File: config.mk
export PLATFORM = sky130hd
export DESIGN_NAME = besl_top
export DESIGN_NICKNAME = d
export VERILOG_FILES = /design/src/besl_pkg.sv /design/src/besl_clr_if.sv /design/src/besl_top.sv /design/src/besl_clr_det.sv
export SDC_FILE = /design/constraint.sdc
export NUM_CORES = 1
export LEC_CHECK = 0
export BUFFER_PORTS_ARGS = -buffer_cell sky130_fd_sc_hd__buf_2
export CELL_PAD_IN_SITES_DETAIL_PLACEMENT = 1
export CELL_PAD_IN_SITES_GLOBAL_PLACEMENT = 2
export CORE_MARGIN = 1
export CORE_UTILIZATION = 33
export DETAILED_ROUTE_END_ITERATION = 8
export GPL_TIMING_DRIVEN = 0
export PLACE_DENSITY = 0.79
export SETUP_SLACK_MARGIN = 0.05
export SYNTH_ARGS = -nofsm -noshare
export SYNTH_HDL_FRONTEND = slang
export SYNTH_SLANG_ARGS = --single-unit
File: constraint.sdc
create_clock -name CLK_SYS -period 3.25 [get_ports CLK_SYS]
set_clock_uncertainty 0.2 [all_clocks]
set_input_delay 0.65 -clock CLK_SYS [delete_from_list [all_inputs] [get_ports CLK_SYS]]
set_output_delay 0.65 -clock CLK_SYS [all_outputs]
set_load 0.005 [all_outputs]
File: src/besl_pkg.sv
// package: constants and types for the bridge error status latch
package besl_pkg;
    // ****************************************
    // error codes
    // ****************************************
    localparam logic [15:0] CODE_NONE = 16'h0000;
    localparam logic [15:0] CODE_SUPPLY_DROP = 16'h00C8;
    localparam logic [15:0] CODE_HW_A = 16'h012C;
    localparam logic [15:0] CODE_HW_B = 16'h012D;
    localparam logic [15:0] CODE_TARGET_ID = 16'h012E;
    localparam logic [15:0] CODE_VALUE = 16'h012F;
    localparam logic [15:0] CODE_ACCESS = 16'h0130;
    localparam logic [15:0] CODE_STATUS = 16'h0131;
    localparam logic [15:0] CODE_DUP_ID = 16'h0190;
    localparam logic [15:0] CODE_NO_ID = 16'h0191;
    localparam logic [15:0] ID_NONE = 16'h0FFF;
    localparam logic [15:0] ID_UNSET_IN = 16'h02FF;
    localparam logic [15:0] ID_UNSET_OUT = 16'h00FF;
    // ****************************************
    // register word indices
    // ****************************************
    localparam logic [4:0] REG_LATEST_CODE = 5'h10;
    localparam logic [4:0] REG_LATEST_ID = 5'h11;
    localparam int SHORT_ID_W = 10;
    // ****************************************
    // timing: lamp toggles every 0.2 s
    // ****************************************
    localparam int CLK_HZ = 25000000;
    localparam int LAMP_PERIOD_MS = 200;
    localparam int LAMP_CYCLES = CLK_HZ / 1000 * LAMP_PERIOD_MS;
    // event kinds presented by the detection logic
    typedef enum logic [3:0] {
        EV_HW_A = 4'h0,
        EV_HW_B = 4'h1,
        EV_TARGET_ID = 4'h2,
        EV_VALUE = 4'h3,
        EV_ACCESS = 4'h4,
        EV_STATUS = 4'h5,
        EV_DUP_ID = 4'h6,
        EV_NO_ID = 4'h7
    } besl_ev_t;
    function automatic logic [15:0] ev_code(input besl_ev_t k);
        case (k)
            EV_HW_A: ev_code = CODE_HW_A;
            EV_HW_B: ev_code = CODE_HW_B;
            EV_TARGET_ID: ev_code = CODE_TARGET_ID;
            EV_VALUE: ev_code = CODE_VALUE;
            EV_ACCESS: ev_code = CODE_ACCESS;
            EV_STATUS: ev_code = CODE_STATUS;
            EV_DUP_ID: ev_code = CODE_DUP_ID;
            EV_NO_ID: ev_code = CODE_NO_ID;
            default: ev_code = CODE_NONE;
        endcase
    endfunction
endpackage

File: src/besl_clr_if.sv
// interface: clear requests between top and the request detector
`timescale 1ns/1ns
interface besl_clr_if;
    logic any_req;
    logic last_req;
    logic clr_any;
    logic clr_last;
    modport det (input any_req, input last_req, output clr_any,
        output clr_last);
    modport top (output any_req, output last_req, input clr_any,
        input clr_last);
endinterface // besl_clr_if

File: src/besl_top.sv
// module: bridge error status and latch top
`timescale 1ns/1ns
module besl_top (
    input wire logic CLK_SYS,
    input wire logic SYS_RST,
    input wire logic CE,
    input wire logic V2_MODE,
    input wire logic SUPPLY_DROP,
    input wire logic LINK_RESET,
    input wire logic ERR_VALID,
    input wire besl_pkg::besl_ev_t ERR_KIND,
    input wire logic [15:0] ERR_SLAVE_ID,
    input wire logic STATION_ERROR_CLEAR_REQUEST,
    input wire logic LAST_STATION_ERROR_CLEAR_REQUEST,
    input wire logic [4:0] RD_INDEX,
    output logic [15:0] RD_DATA,
    output logic [15:0] LATEST_ERROR_CODE_WORD,
    output logic [15:0] LATEST_ERROR_SLAVE_ID_WORD,
    output logic [9:0] LATEST_ERROR_ID_SHORT_FIELD,
    output logic SUPPLY_DROP_FLAG,
    output logic SLAVE_ALARM_FLAG,
    output logic ACCESS_FAIL_FLAG,
    output logic HOST_NOTIFY,
    output logic ALARM_LAMP,
    output logic BIT_TX_ENABLE
);
    import besl_pkg::*;
    // ****************************************
    // state
    // ****************************************
    logic [15:0] code_q;
    logic [15:0] id_q;
    logic [9:0] short_q;
    logic drop_q;
    logic alarm_q;
    logic afail_q;
    logic notify_q;
    logic lamp_q;
    logic tx_q;
    logic [15:0] rd_q;
    logic [$clog2(LAMP_CYCLES)-1:0] lamp_cnt_q;
    logic drop_seen_q;
    logic clr_any;
    logic clr_last;
    logic clr_drop;
    logic clr_grp;
    logic drop_rise;
    logic [15:0] ev_id;
    logic words_drop;
    besl_clr_if cif ();
    assign cif.any_req = STATION_ERROR_CLEAR_REQUEST |
        LAST_STATION_ERROR_CLEAR_REQUEST;
    assign cif.last_req = LAST_STATION_ERROR_CLEAR_REQUEST;
    assign clr_any = cif.clr_any;
    assign clr_last = cif.clr_last;
    besl_clr_det u_det (
        .clk(CLK_SYS),
        .rst(SYS_RST),
        .ce(CE),
        .cif(cif)
    );
    // drop state cleared by any request pulse
    assign clr_drop = clr_any;
    // group cleared by last station or link reset
    assign clr_grp = clr_last | LINK_RESET;
    assign drop_rise = SUPPLY_DROP & ~drop_seen_q;
    // target id error has no slave id
    assign ev_id = (ERR_KIND == EV_TARGET_ID) ? ID_NONE : ERR_SLAVE_ID;
    // words hold a drop entry; only such an entry yields to any request,
    // so a station pulse cannot wipe an access-group error by accident
    assign words_drop = (code_q == CODE_SUPPLY_DROP);
    // ****************************************
    // supply drop flag and transmit gate
    // ****************************************
    always_ff @(posedge CLK_SYS or posedge SYS_RST) begin
        if (SYS_RST) begin
            drop_seen_q <= 1'b0;
            drop_q <= 1'b0;
            tx_q <= 1'b1;
        end else if (CE) begin
            drop_seen_q <= SUPPLY_DROP;
            // transmission follows the supply, no host action
            tx_q <= ~SUPPLY_DROP;
            // flag held after the drop clears; set beats clear
            if (SUPPLY_DROP) begin
                drop_q <= 1'b1;
            end else if (clr_drop) begin
                drop_q <= 1'b0;
            end
        end
    end
    // ****************************************
    // alarm flags
    // ****************************************
    always_ff @(posedge CLK_SYS or posedge SYS_RST) begin
        if (SYS_RST) begin
            alarm_q <= 1'b0;
            afail_q <= 1'b0;
        end else if (CE) begin
            // access error to its own flag, others to alarm
            if (ERR_VALID && ERR_KIND == EV_ACCESS) begin
                afail_q <= 1'b1;
            end else if (clr_grp) begin
                // failure flag drops on a last-station clear or link reset
                afail_q <= 1'b0;
            end
            if (ERR_VALID && ERR_KIND != EV_ACCESS) begin
                alarm_q <= 1'b1;
            end else if (clr_grp) begin
                alarm_q <= 1'b0;
            end
        end
    end
    // ****************************************
    // latest error information
    // ****************************************
    always_ff @(posedge CLK_SYS or posedge SYS_RST) begin
        if (SYS_RST) begin
            code_q <= CODE_NONE;
            id_q <= CODE_NONE;
            short_q <= '0;
            notify_q <= 1'b0;
        end else if (CE) begin
            if (drop_rise) begin
                // in v2 mode a drop stores its code with no slave id
                if (V2_MODE) begin
                    code_q <= CODE_SUPPLY_DROP;
                    id_q <= ID_NONE;
                end
            end else if (ERR_VALID) begin
                // words and notification only in v2 mode
                if (V2_MODE) begin
                    code_q <= ev_code(ERR_KIND);
                    id_q <= ev_id;
                    notify_q <= 1'b1;
                end
                // short field mirrored in any mode
                if (ERR_KIND != EV_TARGET_ID) begin
                    short_q <= ERR_SLAVE_ID[SHORT_ID_W-1:0];
                end
            end else if (clr_grp) begin
                code_q <= CODE_NONE;
                id_q <= CODE_NONE;
                short_q <= '0;
                notify_q <= 1'b0;
            end else if (clr_drop && words_drop) begin
                // drop entry cleared by any request pulse
                code_q <= CODE_NONE;
                id_q <= CODE_NONE;
            end
        end
    end
    // ****************************************
    // alarm lamp: flashes while drop flag held
    // ****************************************
    always_ff @(posedge CLK_SYS or posedge SYS_RST) begin
        if (SYS_RST) begin
            lamp_cnt_q <= '0;
            lamp_q <= 1'b0;
        end else if (CE) begin
            // access group never touches the lamp
            if (!drop_q) begin
                lamp_cnt_q <= '0;
                lamp_q <= 1'b0;
            end else if (lamp_cnt_q ==
                    ($clog2(LAMP_CYCLES))'(LAMP_CYCLES - 1)) begin
                lamp_cnt_q <= '0;
                lamp_q <= ~lamp_q;
            end else begin
                lamp_cnt_q <= lamp_cnt_q + 1'b1;
            end
        end
    end
    // ****************************************
    // register read port
    // ****************************************
    always_ff @(posedge CLK_SYS or posedge SYS_RST) begin
        if (SYS_RST) begin
            rd_q <= CODE_NONE;
        end else if (CE) begin
            // unmapped indices read zero
            if (RD_INDEX == REG_LATEST_CODE) begin
                rd_q <= code_q;
            end else if (RD_INDEX == REG_LATEST_ID) begin
                rd_q <= id_q;
            end else begin
                rd_q <= CODE_NONE;
            end
        end
    end
    assign RD_DATA = rd_q;
    assign LATEST_ERROR_CODE_WORD = code_q;
    assign LATEST_ERROR_SLAVE_ID_WORD = id_q;
    assign LATEST_ERROR_ID_SHORT_FIELD = short_q;
    assign SUPPLY_DROP_FLAG = drop_q;
    assign SLAVE_ALARM_FLAG = alarm_q;
    assign ACCESS_FAIL_FLAG = afail_q;
    assign HOST_NOTIFY = notify_q;
    assign ALARM_LAMP = lamp_q;
    assign BIT_TX_ENABLE = tx_q;
endmodule // besl_top

File: src/besl_clr_det.sv
// module: falling-edge detector for error reset request bits
`timescale 1ns/1ns
module besl_clr_det (
    input wire logic clk,
    input wire logic rst,
    input wire logic ce,
    besl_clr_if.det cif
);
    import besl_pkg::*;
    logic any_seen_q;
    logic last_seen_q;
    logic clr_any_q;
    logic clr_last_q;
    assign cif.clr_any = clr_any_q;
    assign cif.clr_last = clr_last_q;
    always_ff @(posedge clk or posedge rst) begin
        if (rst) begin
            any_seen_q <= 1'b0;
            last_seen_q <= 1'b0;
            clr_any_q <= 1'b0;
            clr_last_q <= 1'b0;
        end else if (ce) begin
            any_seen_q <= cif.any_req;
            last_seen_q <= cif.last_req;
            clr_any_q <= any_seen_q & ~cif.any_req;
            clr_last_q <= last_seen_q & ~cif.last_req;
        end
    end
endmodule // besl_clr_det

# Yosys cells after proc, flatten, opt, wreduce, memory -nomap -nowiden

Memories as Yosys holds them, arrays and structs flattened.
Cells that the tools add are included.

Register bits: 92
ROM bits: 56
Bits of input ports: 34
Output and inout port bits: 64
Word-level logic and storage cells: 84
Memories: 1

$add $sub $neg: 1
Equal/unequal tests: 12
Multiplexer cells: 28
Bitwise gates (word level): 11
Reduce and logical (&&, ||, !) cells: 15

Memories:

| name             | words | width | read ports | clocked after memory_dff | write ports | line           | text |
|---|---|---|---|---|---|---|---|
| (name not given) | 8     | 7     | 1          | 0                        | 0           | besl_pkg.sv:43 | `case (k)` |

Operators by type and width:

| cell                                                                   | number |
|---|---|
| 16-bit 2-to-1 mux                                                      | 14 |
| 23-bit 2-to-1 mux                                                      | 2 |
| 10-bit 2-to-1 mux                                                      | 3 |
| 23-bit by 1-bit adder with 23-bit output, second input constant        | 1 |
| 23-bit equality test, second input constant                            | 1 |
| 16-bit by 8-bit equality test with 1-bit output, second input constant | 1 |
| 4-bit AND reduction                                                    | 3 |
| 5-bit equality test, second input constant                             | 2 |
| 1-bit 2-to-1 mux                                                       | 9 |
| 2-bit AND reduction                                                    | 4 |
| 2-bit nonzero test                                                     | 4 |
| 1-bit inverter                                                         | 6 |
| 4-bit by 2-bit equality test with 1-bit output, second input constant  | 1 |
| 4-bit by 3-bit equality test with 1-bit output, second input constant  | 1 |
| 2-bit by 1-bit != test with 1-bit output, second input constant        | 2 |
| 2-bit != test, second input constant                                   | 2 |
| 4-bit by 2-bit != test with 1-bit output, second input constant        | 1 |
| 4-bit by 3-bit != test with 1-bit output, second input constant        | 1 |
| 4-bit nonzero test                                                     | 1 |
| 1-bit bitwise AND                                                      | 3 |
| 1-bit logical AND                                                      | 3 |
| 1-bit bitwise OR                                                       | 2 |

# Logic depth before layout (Yosys ltp)

Gate-level depths: netlist of the first run.

Depth in word-level cells: 6
Mapped depth: 6
Mapped depth without buffers: 5

# Cells and area by module

From an unflattened synthesis of the first run, not the netlist that was laid out.

Cell total of the unflattened synthesis: 415
Area, all modules: 4006.3 um^2

Modules (own cells, without submodules):

| module       | instances | cells each | area an instance (um^2) | seq. area each (um^2) |
|---|---|---|---|---|
| besl_top     | 1         | 402        | 3852.4                  | 2028.2 |
| besl_clr_det | 1         | 13         | 153.9                   | 100.1 |

# Least setup slack after synthesis of the first run

No wires, ideal clock.

Path type: input to register
From: input port ERR_VALID
To: register code_q[2], in the netlist LATEST_ERROR_CODE_WORD[2]
Setup time: 0.128 ns
Arrival time: 2.048 ns
Data required time: 2.922 ns
Path slack: 0.874 ns
Stages: 6
Buffers on the path: 2
Cell sequence: clkbuf_1 inv_2 a21oi_1 a211oi_2 buf_2 mux2_1

Word-level cells in the longest chain between the ends: 2
Elaborated cells on any way between the ends: 5
Classes of those cells: eq/ne: 1; mux: 2; reduce/logical: 2

Ends and longest elaborated chain:

| what                                                                             | line            | text |
|---|---|---|
| start, declared                                                                  | besl_top.sv:10  | `input wire logic ERR_VALID,` |
| 4-bit nonzero test (no source line) (tied with other cells)                      | -               |  |
| 4-bit AND reduction (no source line) / 16-bit 2-to-1 mux (equally long branches) | -               |  |
| end signal, assigned                                                             | besl_top.sv:133 | `code_q <= ev_code(ERR_KIND);` |
| end, declared                                                                    | besl_top.sv:31  | `logic [15:0] code_q;` |

Parallel ways exist; a longest one is shown, timed or not.
A chain may end at the register's enable or synchronous reset.

# Worst setup path in the final report of the first run

From: register code_q[7], in the netlist LATEST_ERROR_CODE_WORD[7]
To: register id_q[9], in the netlist LATEST_ERROR_SLAVE_ID_WORD[9]

Word-level cells in the longest chain between the ends: 4

Ends and longest elaborated chain:

| what                                            | line            | text |
|---|---|---|
| 16-bit by 8-bit equality test with 1-bit output | besl_top.sv:71  | `assign words_drop = (code_q == CODE_SUPPLY_DROP);` |
| 1-bit logical AND                               | besl_top.sv:146 | `end else if (clr_drop && words_drop) begin` |
| 4-bit nonzero test (no source line)             | -               |  |
| 4-bit AND reduction (no source line)            | -               |  |
| end signal, assigned                            | besl_top.sv:134 | `id_q <= ev_id;` |
| end, declared                                   | besl_top.sv:32  | `logic [15:0] id_q;` |

Every way passes these cells.

==> results of run 1 <==
cell type report:
type,instances,area [µm²],share of cell area [%]
sequential,85,2130,42.0
multi-input combinational,270,1710,33.8
timing repair buffer,90,473,9.34
clock buffer,9,225,4.45
tap,147,184,3.63
buffer,28,141,2.79
inverter,29,113,2.22
clock inverter,6,88.8,1.75
sequential cells by signal, summed over array words and instances (netlist names), 9 cells and up:
name and cells:
LATEST_ERROR_CODE_WORD 9, RD_DATA 16, lamp_cnt_q 23, LATEST_ERROR_SLAVE_ID_WORD 16, LATEST_ERROR_ID_SHORT_FIELD 10
worst max-delay path by stage:
stage / from / endpoint / slack (ns)
after CTS: LATEST_ERROR_CODE_WORD[7] / LATEST_ERROR_SLAVE_ID_WORD[9] / 0.57
after detailed placement: SUPPLY_DROP / LATEST_ERROR_SLAVE_ID_WORD[9] / 0.29
after global placement: SYS_RST / LATEST_ERROR_SLAVE_ID_WORD[4] / -0.98
after global routing: LATEST_ERROR_CODE_WORD[7] / LATEST_ERROR_SLAVE_ID_WORD[11] / 0.44
after floorplan: SYS_RST / ACCESS_FAIL_FLAG / 0.21
final: LATEST_ERROR_CODE_WORD[7] / LATEST_ERROR_SLAVE_ID_WORD[9] / 0.63
cell families (layout without fill, tap and decap cells):
logic type	count (synthesis)	after routing	synth area share [%]
DFF	85	85	52.3
and+or+nand+nor	138	138	17.5
muxes	29	29	7.78
buffers and inverters	57	162	6.18
xor gates and xnor gates	9	9	1.94
AOI/OAI and AO/OA	86	86	13.9
other	1	7	0.0922
adders and majority gates	1	1	0.308
where the power goes:
part           switching (mW)  total [mW]  internal [mW]  leakage, nW
registers               0.123        1.31           1.19         1.10
clock network           0.430        1.10          0.669        0.147
logic                   0.273       0.492          0.219         1.15
total                   0.826        2.90           2.07         2.40
metrics by stage:
step           setup slack, ns  instance area [µm²]  power (mW)
3_5_place_dp             0.294                 4750        1.83
3_3_place_gp            -0.984                 4720        1.80
4_1_cts                  0.565                 5060        2.94
2_1_floorplan            0.208                 4090        1.59
6_report                 0.631                 5060        2.90
5_1_grt                  0.438                 5060        3.05
routing by layer:
layer  vias up  wire length (µm)  share of wire, %
met1      1700              5170                45
met3        12               514               4.5
met5         -                 0                 0
met4         0               175               1.5
li1       1648                 -                 -
met2        60              5610                49
cells in the mapped netlist, types with 2 or more instances:
master     count
dfrtp_1       84
nand2_1       64
inv_1         26
o21ai_1       25
nand3_1       17
mux2_1        16
a21oi_1       14
clkbuf_1      12
o21ai_0       10
a22o_1         9
buf_4          8
mux2i_1        8
xnor2_1        8
a22oi_1        7
nand4_1        7
nor3_1         7
nor4_1         7
or3_1          7
or4_1          6
buf_2          5
mux2_2         5
o31ai_1        5
nor2_1         4
and3_1         3
buf_1          3
nand2b_1       3
nor4b_1        3
o2bb2ai_1      3
a2bb2oi_1      2
inv_2          2
cell usage in the layout, fill, tap and decap left out, types with 9 or more instances in the layout:
master / synthesis / routed
a21oi_1: 14 / 14
a22o_1: 9 / 9
buf_2: 5 / 94
clkbuf_1: 12 / 12
clkbuf_16: 0 / 9
dfrtp_1: 84 / 84
inv_1: 26 / 25
mux2_1: 16 / 16
nand2_1: 64 / 64
nand3_1: 17 / 17
o21ai_0: 10 / 10
o21ai_1: 25 / 25
==> flow_summary.yaml, run 1 <==
clock_network:
  clk_pin_slew_worst_paths_ns: 0.06
  clk_latency_ns: 0.35
  cts_setup_buffers: 0
  cts_hold_buf: 0
  clockRootBuffer: "clkbuf_16"
  clkSinkCount: 85
  cts_tree: "done"
  clock_path_buffers: 2
  htreeDepth: 3
  cts_resized: 0
  cts_buffers: 9
floorplanning:
  die_h_um: 113
  die_x_um: 113
  dieArea_um2: 12800
  floorplan.io_pins: 98
  initial_core_util_pct: 33.9
  core_um2: 12000
  std_cell_rows: 40
synth:
  synth_cell_type_count: 56
  async_reset_ff_share_pct: 100
  ys_ff_latch: 85
  synth_top_area_share_pct: 51.7
  synth_area_leaders: "dfrtp_1 52%, nand2_1 5.9%, mux2_1 4.4%"
  syn_inst: 406
  synth_edf_count: 0
  syn_area_um2: 4070
  ys.flop_type: "dfrtp_1"
  syn_avg_cell_area_um2: 10.0
  yosysWarnings: 0
  seq_area_frac_synth_pct: 52.3
  yosys.area.top_type: "dfrtp_1"
global_routing:
  grt_use_met3_pct: 4.28
  met1_usage_pct: 24.8
  use_met2_pct: 30.8
  grt_pass1_vias: 3497
  grt_use_total_pct: 19.1
  antenna_found_initial: 0
  grt.busiest_layer: "met2"
  gr-total-overflow: 0
  grt_pass1_wl_um: 19000
  grt_max_degree: 70
place:
  dp_hpwl_um: 8440
  port_buffers: 89
  placed_cells: 649
  place_congestion: 0.761
sta:
  rsz0062_at_grt: "false"
  fmax_ghz: 0.382
  slew-limit-headroom_pct: 42.0
  fin_tns_setup_ns: 0
  worst_pin_slew_ns: 0.868
  setup_viol: 0
  drv_slew: 0
  holdWs_ns: 0.0414
  period_share_pct: 80.6
  hold_viol: 0
  min_period_ns: 2.62
power_and_ir_drop:
  p_per_area_nw_per_um2: 573
  p_leak_nw: 2.40
  vdd_drop_max_uv: 256
worst_setup_path:
  worst_ep_required_time_ns: 3.27
  critPathKind: "reg2reg"
  cp.buffers_inverters: 1
  cp-end-kind: "flip-flop"
  rrSetupSlack_ns: 0.63
  reg2regPathDepth: 5
  cp_slowest_stage_delay_ns: 0.55
  crit_family: "compound AO/OA/AOI/OAI gates"
  worstPathCellList: "nor4bb_1 > a41oi_1 > a211oi_2 > buf_2 > mux2_1"
  cp_max_fo: 10
  crit_path_start_kind: "flip-flop"
  cp.arrival_ns: 2.64
  critical_path_depth: 5
  slowest_stage: "a211oi_2"
  r2r-end: "LATEST_ERROR_SLAVE_ID_WORD[9]"
  regToRegStartpoint: "LATEST_ERROR_CODE_WORD[7]"
status:
  violations: "DRC"
  outcome: "finished, violations left"
layout:
  fin_util_pct: 42.2
  stdcell_count: 664
  fin_nets: 548
  n_fill_cell: 1403
  antenna_cells: 0
  drive_gt1_share_pct: 26.1
  synthToLayoutAreaGrowth_pct: 24.5
drt:
  via_count: 3420
  drt-total-wl_um: 11500
  ant_nets: 0
  wl_per_cell_um: 17.3
  viasPerCell: 5.15
  drt_iter0_markers: 106
  drc_errors: 1
  first_pass_iters: 6
run:
  max_cap_violations: 0
min_path:
  hp-class: "in2async"
Power figures use the tool's default switching activity.
==> run 2, diff against run 1 <==
ABC_AREA = 1   (was unset)
CORE_UTILIZATION = 31   (was 33)
clock period = 2.5 ns   (was 3.25 ns; I/O delays follow)
==> run 2 against run 1 <==
  * The flow now finishes without violations
  * Critical path depth increased by 4
  * Sequential power up 26%
  * Via count rose by 11%
  * Count of clock-buffer cells in the layout up 1
  * Largest cell class unchanged
  * Highest routed layer unchanged
==> flow_summary.yaml, run 2 <==
synth:
  yosysWarnings: 0
  syn_inst: 530
  post-synth-top-count-cell: "nand2_1"
  synth_top_family_by_area: "simple AND/OR/NAND/NOR gates"
  synthMuxAreaShare_pct: 0
  synth_commonest_cells: "158 x nand2_1, 84 x dfrtp_1, 54 x inv_1"
  syn_avg_cell_area_um2: 8.03
  synth_area_leaders: "dfrtp_1 49%, nand2_1 14%, nand3_1 6.0%"
  synth_top_area_share_pct: 49.4
  ys.flop_type: "dfrtp_1"
  synth_fa_ha_area_share_pct: 0.294
  ys_ff_latch: 85
  synth_cell_type_count: 38
  seq_area_frac_synth_pct: 50.0
  synth_edf_count: 0
  syn_area_um2: 4260
  async_reset_ff_share_pct: 100
  synth_compound_area_share_pct: 7.38
  yosys.area_share.simple_pct: 30.9
  synth-xor-area-share_pct: 2.06
  yosys.area.top_type: "dfrtp_1"
layout:
  stdcell_area_um2: 5320
  regMostFlops: "lamp_cnt_q"
  seq_area_um2: 2130
  multiInputGateArea_um2: 1760
  largest_register_ffs: 23
  fin_util_pct: 40.0
  synthToLayoutAreaGrowth_pct: 24.9
  fin_nets: 674
  antenna_cells: 0
  drive_gt1_share_pct: 23.4
  final_common_cell: "nand2_1"
  final_cell_mix: "158 x nand2_1, 98 x buf_2, 84 x dfrtp_1"
  n_fill_cell: 1642
drt:
  via_count: 3809
  drc_errors: 0
  wl_per_cell_um: 15.1
  drt_iter0_markers: 133
  viasPerCell: 4.65
  ant_nets: 0
  first_pass_iters: 4
  drt-total-wl_um: 12400
floorplanning:
  die_x_um: 119
  initial_core_util_pct: 32.0
  core_um2: 13300
  dieArea_um2: 14200
  die_h_um: 119
  floorplan.io_pins: 98
  std_cell_rows: 42
sta:
  fmax_ghz: 0.508
  slew-limit-headroom_pct: 60.8
  holdWs_ns: 0.194
  hold_viol: 0
  setup_viol: 0
  period_share_pct: 78.8
  rsz0062_at_grt: "false"
  worst_pin_slew_ns: 0.589
  fin_tns_setup_ns: 0
  min_period_ns: 1.97
  drv_slew: 0
worst_setup_path:
  cp_max_fo: 10
  crit_path_start_kind: "flip-flop"
  critPathKind: "reg2reg"
  cp.arrival_ns: 2.00
  worst_ep_required_time_ns: 2.53
  cp-end-kind: "flip-flop"
power_and_ir_drop:
  p_per_area_nw_per_um2: 690
  pwr-share-clk_pct: 39.4
  power_mw: 3.67
  vdd_drop_max_uv: 339
  p_leak_nw: 2.73
  swShare_pct: 29.5
  comb_power_share_pct: 15.7
  seqPwrFrac_pct: 45.0
  internal_power_mw: 2.59
  power_switching_mw: 1.08
clock_network:
  htreeDepth: 3
  clkSinkCount: 85
  clk_pin_slew_worst_paths_ns: 0.06
  clock_path_buffers: 2
  cts_resized: 0
  clockRootBuffer: "clkbuf_16"
  clk_latency_ns: 0.35
  cts_buffers: 9
  cts_tree: "done"
global_routing:
  grt_pass1_wl_um: 20700
  grt_use_total_pct: 18.8
  grt_pass1_vias: 4042
  gr-total-overflow: 0
  grt_max_degree: 39
  antenna_found_initial: 0
place:
  place_congestion: 0.809
  port_buffers: 89
  placed_area_um2: 4990
  dp_hpwl_um: 9650
status:
  outcome: "finished clean"
run:
  max_cap_violations: 0
min_path:
  hp-class: "in2reg"
-- run 2: changes by cell type after synthesis, sizes merged, moves of 8 or more --
cell,before,now
mux2,21,0
nand2,64,162
mux2i,8,0
inv,28,61
o211ai,1,9
a22oi,8,0
nand3,17,52
clkbuf,12,3
a21oi,14,2
a22o,9,0
o21a,0,11
nor2,4,54
o21ai,35,19
-- run 2: cells by family after synthesis --
kind of cell,count (synthesis)
AOI/OAI and AO/OA,47
xor gates and xnor gates,10
adders and majority gates,1
buffers and inverters,87
DFF,85
other,1
and+or+nand+nor,299
-- run 2: final timing paths --
kind                       cells after the start                             end  slack [ns]                   startpoint
hold reg to reg                                2                     RD_DATA[14]        0.28                  RD_DATA[14]
max in group asynchronous                      4                   BIT_TX_ENABLE        1.04                      SYS_RST
setup / recovery                               9                   lamp_cnt_q[5]        0.53                lamp_cnt_q[1]
hold / removal                                 3                u_det.any_seen_q        0.19  STATION_ERROR_CLEAR_REQUEST
setup reg to reg                               9                   lamp_cnt_q[5]        0.53                lamp_cnt_q[1]
min in group asynchronous                      3  LATEST_ERROR_ID_SHORT_FIELD[8]        0.48                      SYS_RST
-- run 2: worst max-delay path, stage by stage, from the launching register on --
cell	delay (ns)
dfrtp_1	0.38
ha_1	0.22
nand3_1	0.12
nor2_1	0.14
nand3_1	0.14
nand2_1	0.12
nand2_2	0.17
inv_4	0.15
buf_6	0.15
nor2_1	0.05
-- run 2: layout make-up --
| class | count | share of cell area [%] |
|---|---|---|
| Inverter | 61 | 4.42 |
| Multi-Input combinational cell | 364 | 33.0 |
| Tap cell | 176 | 4.14 |
| Clock buffer | 10 | 4.49 |
| Buffer | 26 | 3.11 |
| Sequential cell | 85 | 40.0 |
| Clock inverter | 6 | 1.48 |
| Timing Repair Buffer | 92 | 9.32 |
-- run 2: per-layer routing --
metal / track usage [%] / vias to the layer above / routed length (µm)
met5: 0 / - / 0
met1: 22.1 / 1837 / 5430
met3: 6.42 / 8 / 617
met4: 4.27 / 0 / 113
met2: 32.9 / 64 / 6200
li1: - / 1900 / -
-- run 2: power groups by stage --
stage | clock network [mW] | registers [mW] | logic, mW
after CTS | 1.48 | 1.65 | 0.590
after detailed placement | 0 | 1.68 | 0.586
after global routing | 1.53 | 1.67 | 0.653
after global placement | 0 | 1.67 | 0.558
final | 1.45 | 1.65 | 0.575
after floorplan | 0 | 1.66 | 0.317
-- run 2: through the flow --
step / setup slack (ns) / cells
4_1_cts: 0.527 / 820
6_report: 0.530 / 820
2_1_floorplan: 0.801 / 536
3_5_place_dp: 0.404 / 803
5_1_grt: 0.321 / 820
3_3_place_gp: 0.0958 / 801
-- run 2: what timing repair did --
action | CTS | global route
hold buffers | 1 | 0
endpoints found under the hold margin | 12 | 0
buffers inserted | 0 | 0
endpoints found under the setup margin | 0 | 0
==> run 3, diff against run 2 <==
ABC_AREA = 0   (was 1)
CORE_UTILIZATION = 30   (was 31)
PLACE_DENSITY = 0.75   (was 0.79)
clock period = 1.8 ns   (was 2.5 ns; I/O delays follow)
==> run 3 against run 2 <==
  * The flow now finishes with violations (setup timing)
  * Hold slack worse by 0.16 ns
  * Core utilization increased by 3.7 points
  * Global-route usage up 0.46 points
  * Sequential power increased by 44%
  * Combinational power is 130% higher
  * First-iteration DRC count is 36% lower
  * Critical path depth shrank 3
  * Worst setup slack got worse by 0.83 ns
  * Critical path type unchanged
  * Highest routed layer unchanged
==> flow_summary.yaml, run 3 (synthesis gave the netlist of run 1 again) <==
floorplanning:
  initial_core_util_pct: 30.7
  die_h_um: 118
  die_x_um: 118
  floorplan.io_pins: 98
  core_um2: 13200
  dieArea_um2: 14000
  std_cell_rows: 42
global_routing:
  antenna_found_initial: 0
  gr-total-overflow: 0
  grt_use_total_pct: 19.3
  grt_pass1_vias: 3831
  grt_pass1_wl_um: 21000
  grt_max_degree: 39
drt:
  drc_errors: 0
  drt_iter0_markers: 85
  first_pass_iters: 4
  viasPerCell: 4.94
  via_count: 3608
  ant_nets: 0
  drt-total-wl_um: 12800
  wl_per_cell_um: 17.5
worst_setup_path:
  cp_max_fo: 5
  cp.arrival_ns: 2.12
  critPathKind: "reg2reg"
  crit_path_start_kind: "flip-flop"
  cp-end-kind: "flip-flop"
  worst_ep_required_time_ns: 1.82
power_and_ir_drop:
  p_per_area_nw_per_um2: 962
  vdd_drop_max_uv: 428
  p_leak_nw: 2.71
clock_network:
  clk_latency_ns: 0.34
  clock_path_buffers: 2
  clockRootBuffer: "clkbuf_16"
  htreeDepth: 3
  cts_tree: "done"
  clk_pin_slew_worst_paths_ns: 0.06
  cts_buffers: 9
  clkSinkCount: 85
layout:
  drive_gt1_share_pct: 41.5
  final_cell_mix: "89 x buf_2, 81 x dfrtp_1, 64 x nand2_1"
  antenna_cells: 0
  final_common_cell: "buf_2"
  largest_register_ffs: 23
  regMostFlops: "lamp_cnt_q"
  fin_nets: 584
  synthToLayoutAreaGrowth_pct: 42.2
  stdcell_area_um2: 5790
sta:
  slew-limit-headroom_pct: 52.0
  drv_slew: 0
  holdWs_ns: 0.0320
  fmax_ghz: 0.476
  rsz0062_at_grt: "true"
  min_period_ns: 2.10
  worst_pin_slew_ns: 0.720
  period_share_pct: 117
  hold_viol: 0
  post-route-worst-setup-slack_ns: -0.301
  setup_viol: 47
min_path:
  hp-class: "in2reg"
place:
  port_buffers: 89
  dp_hpwl_um: 8850
  place_congestion: 0.741
  placed_area_um2: 4970
status:
  outcome: "finished, violations left"
  violations: "setup timing"
run:
  max_cap_violations: 0
-- run 3: metrics by stage --
| step | power [mW] | utilization, % | TNS, ns | setup slack, ns | cells |
|---|---|---|---|---|---|
| floorplan | 2.97 | - | -8.27 | -0.314 | 412 |
| global placement | 3.37 | 37.3 | -69.52 | -0.710 | 677 |
| detailed placement | 3.42 | 37.6 | -35.59 | -0.718 | 679 |
| CTS | 5.57 | 42.9 | -13.42 | -0.360 | 724 |
| global route | 5.84 | 43.7 | -14.04 | -0.366 | 730 |
| finish | 5.57 | 43.7 | -10.46 | -0.301 | 730 |
-- run 3: power breakdown --
group,total (mW),internal [mW],switching [mW]
Sequential,2.37,2.14,0.227
Clock,1.86,1.07,0.785
Combinational,1.34,0.685,0.653
-- run 3: timing repair --
item	CTS	global route
hold buffers	1	0
resized for setup	47	19
endpoints found under the setup margin	65	50
buffers inserted	27	9
hold endpoints to repair	18	0
gates cloned	3	1
pin swaps	14	6
-- run 3: worst max-delay path, stage by stage (launching register included) --
cell	delay, ns
dfrtp_1	0.41
nor4bb_4	0.33
a41oi_2	0.20
a211oi_4	0.24
buf_6	0.16
buf_8	0.14
mux2_4	0.30
-- run 3: routing by layer --
metal,up-vias,global-route usage (%),share of wire [%]
li1,1712,-,-
met1,1818,24.1,44
met3,10,4.20,4.1
met5,-,0,0
met4,0,6.17,1.2
met2,68,33.1,51
-- run 3: path summary, 6_finish.rpt --
check	from	endpoint	slack [ns]	depth (start not counted)
max	LATEST_ERROR_CODE_WORD[8]	LATEST_ERROR_SLAVE_ID_WORD[3]	-0.30	6
max reg2reg	LATEST_ERROR_CODE_WORD[8]	LATEST_ERROR_SLAVE_ID_WORD[3]	-0.30	6
min reg2reg	BIT_TX_ENABLE	BIT_TX_ENABLE	0.29	2
min in group asynchronous	SYS_RST	lamp_cnt_q[3]	0.40	3
min	LAST_STATION_ERROR_CLEAR_REQUEST	u_det.cif.clr_last	0.03	2
max in group asynchronous	SYS_RST	LATEST_ERROR_CODE_WORD[3]	0.21	5
-- run 3: final cells by class --
class	instances	area (µm²)
fill	1567	7460
sequential	85	2130
multi-input combinational	270	2000
timing repair buffer	128	832
clock buffer	10	229
tap	176	220
buffer	26	195
inverter	29	114
clock inverter	6	63.8
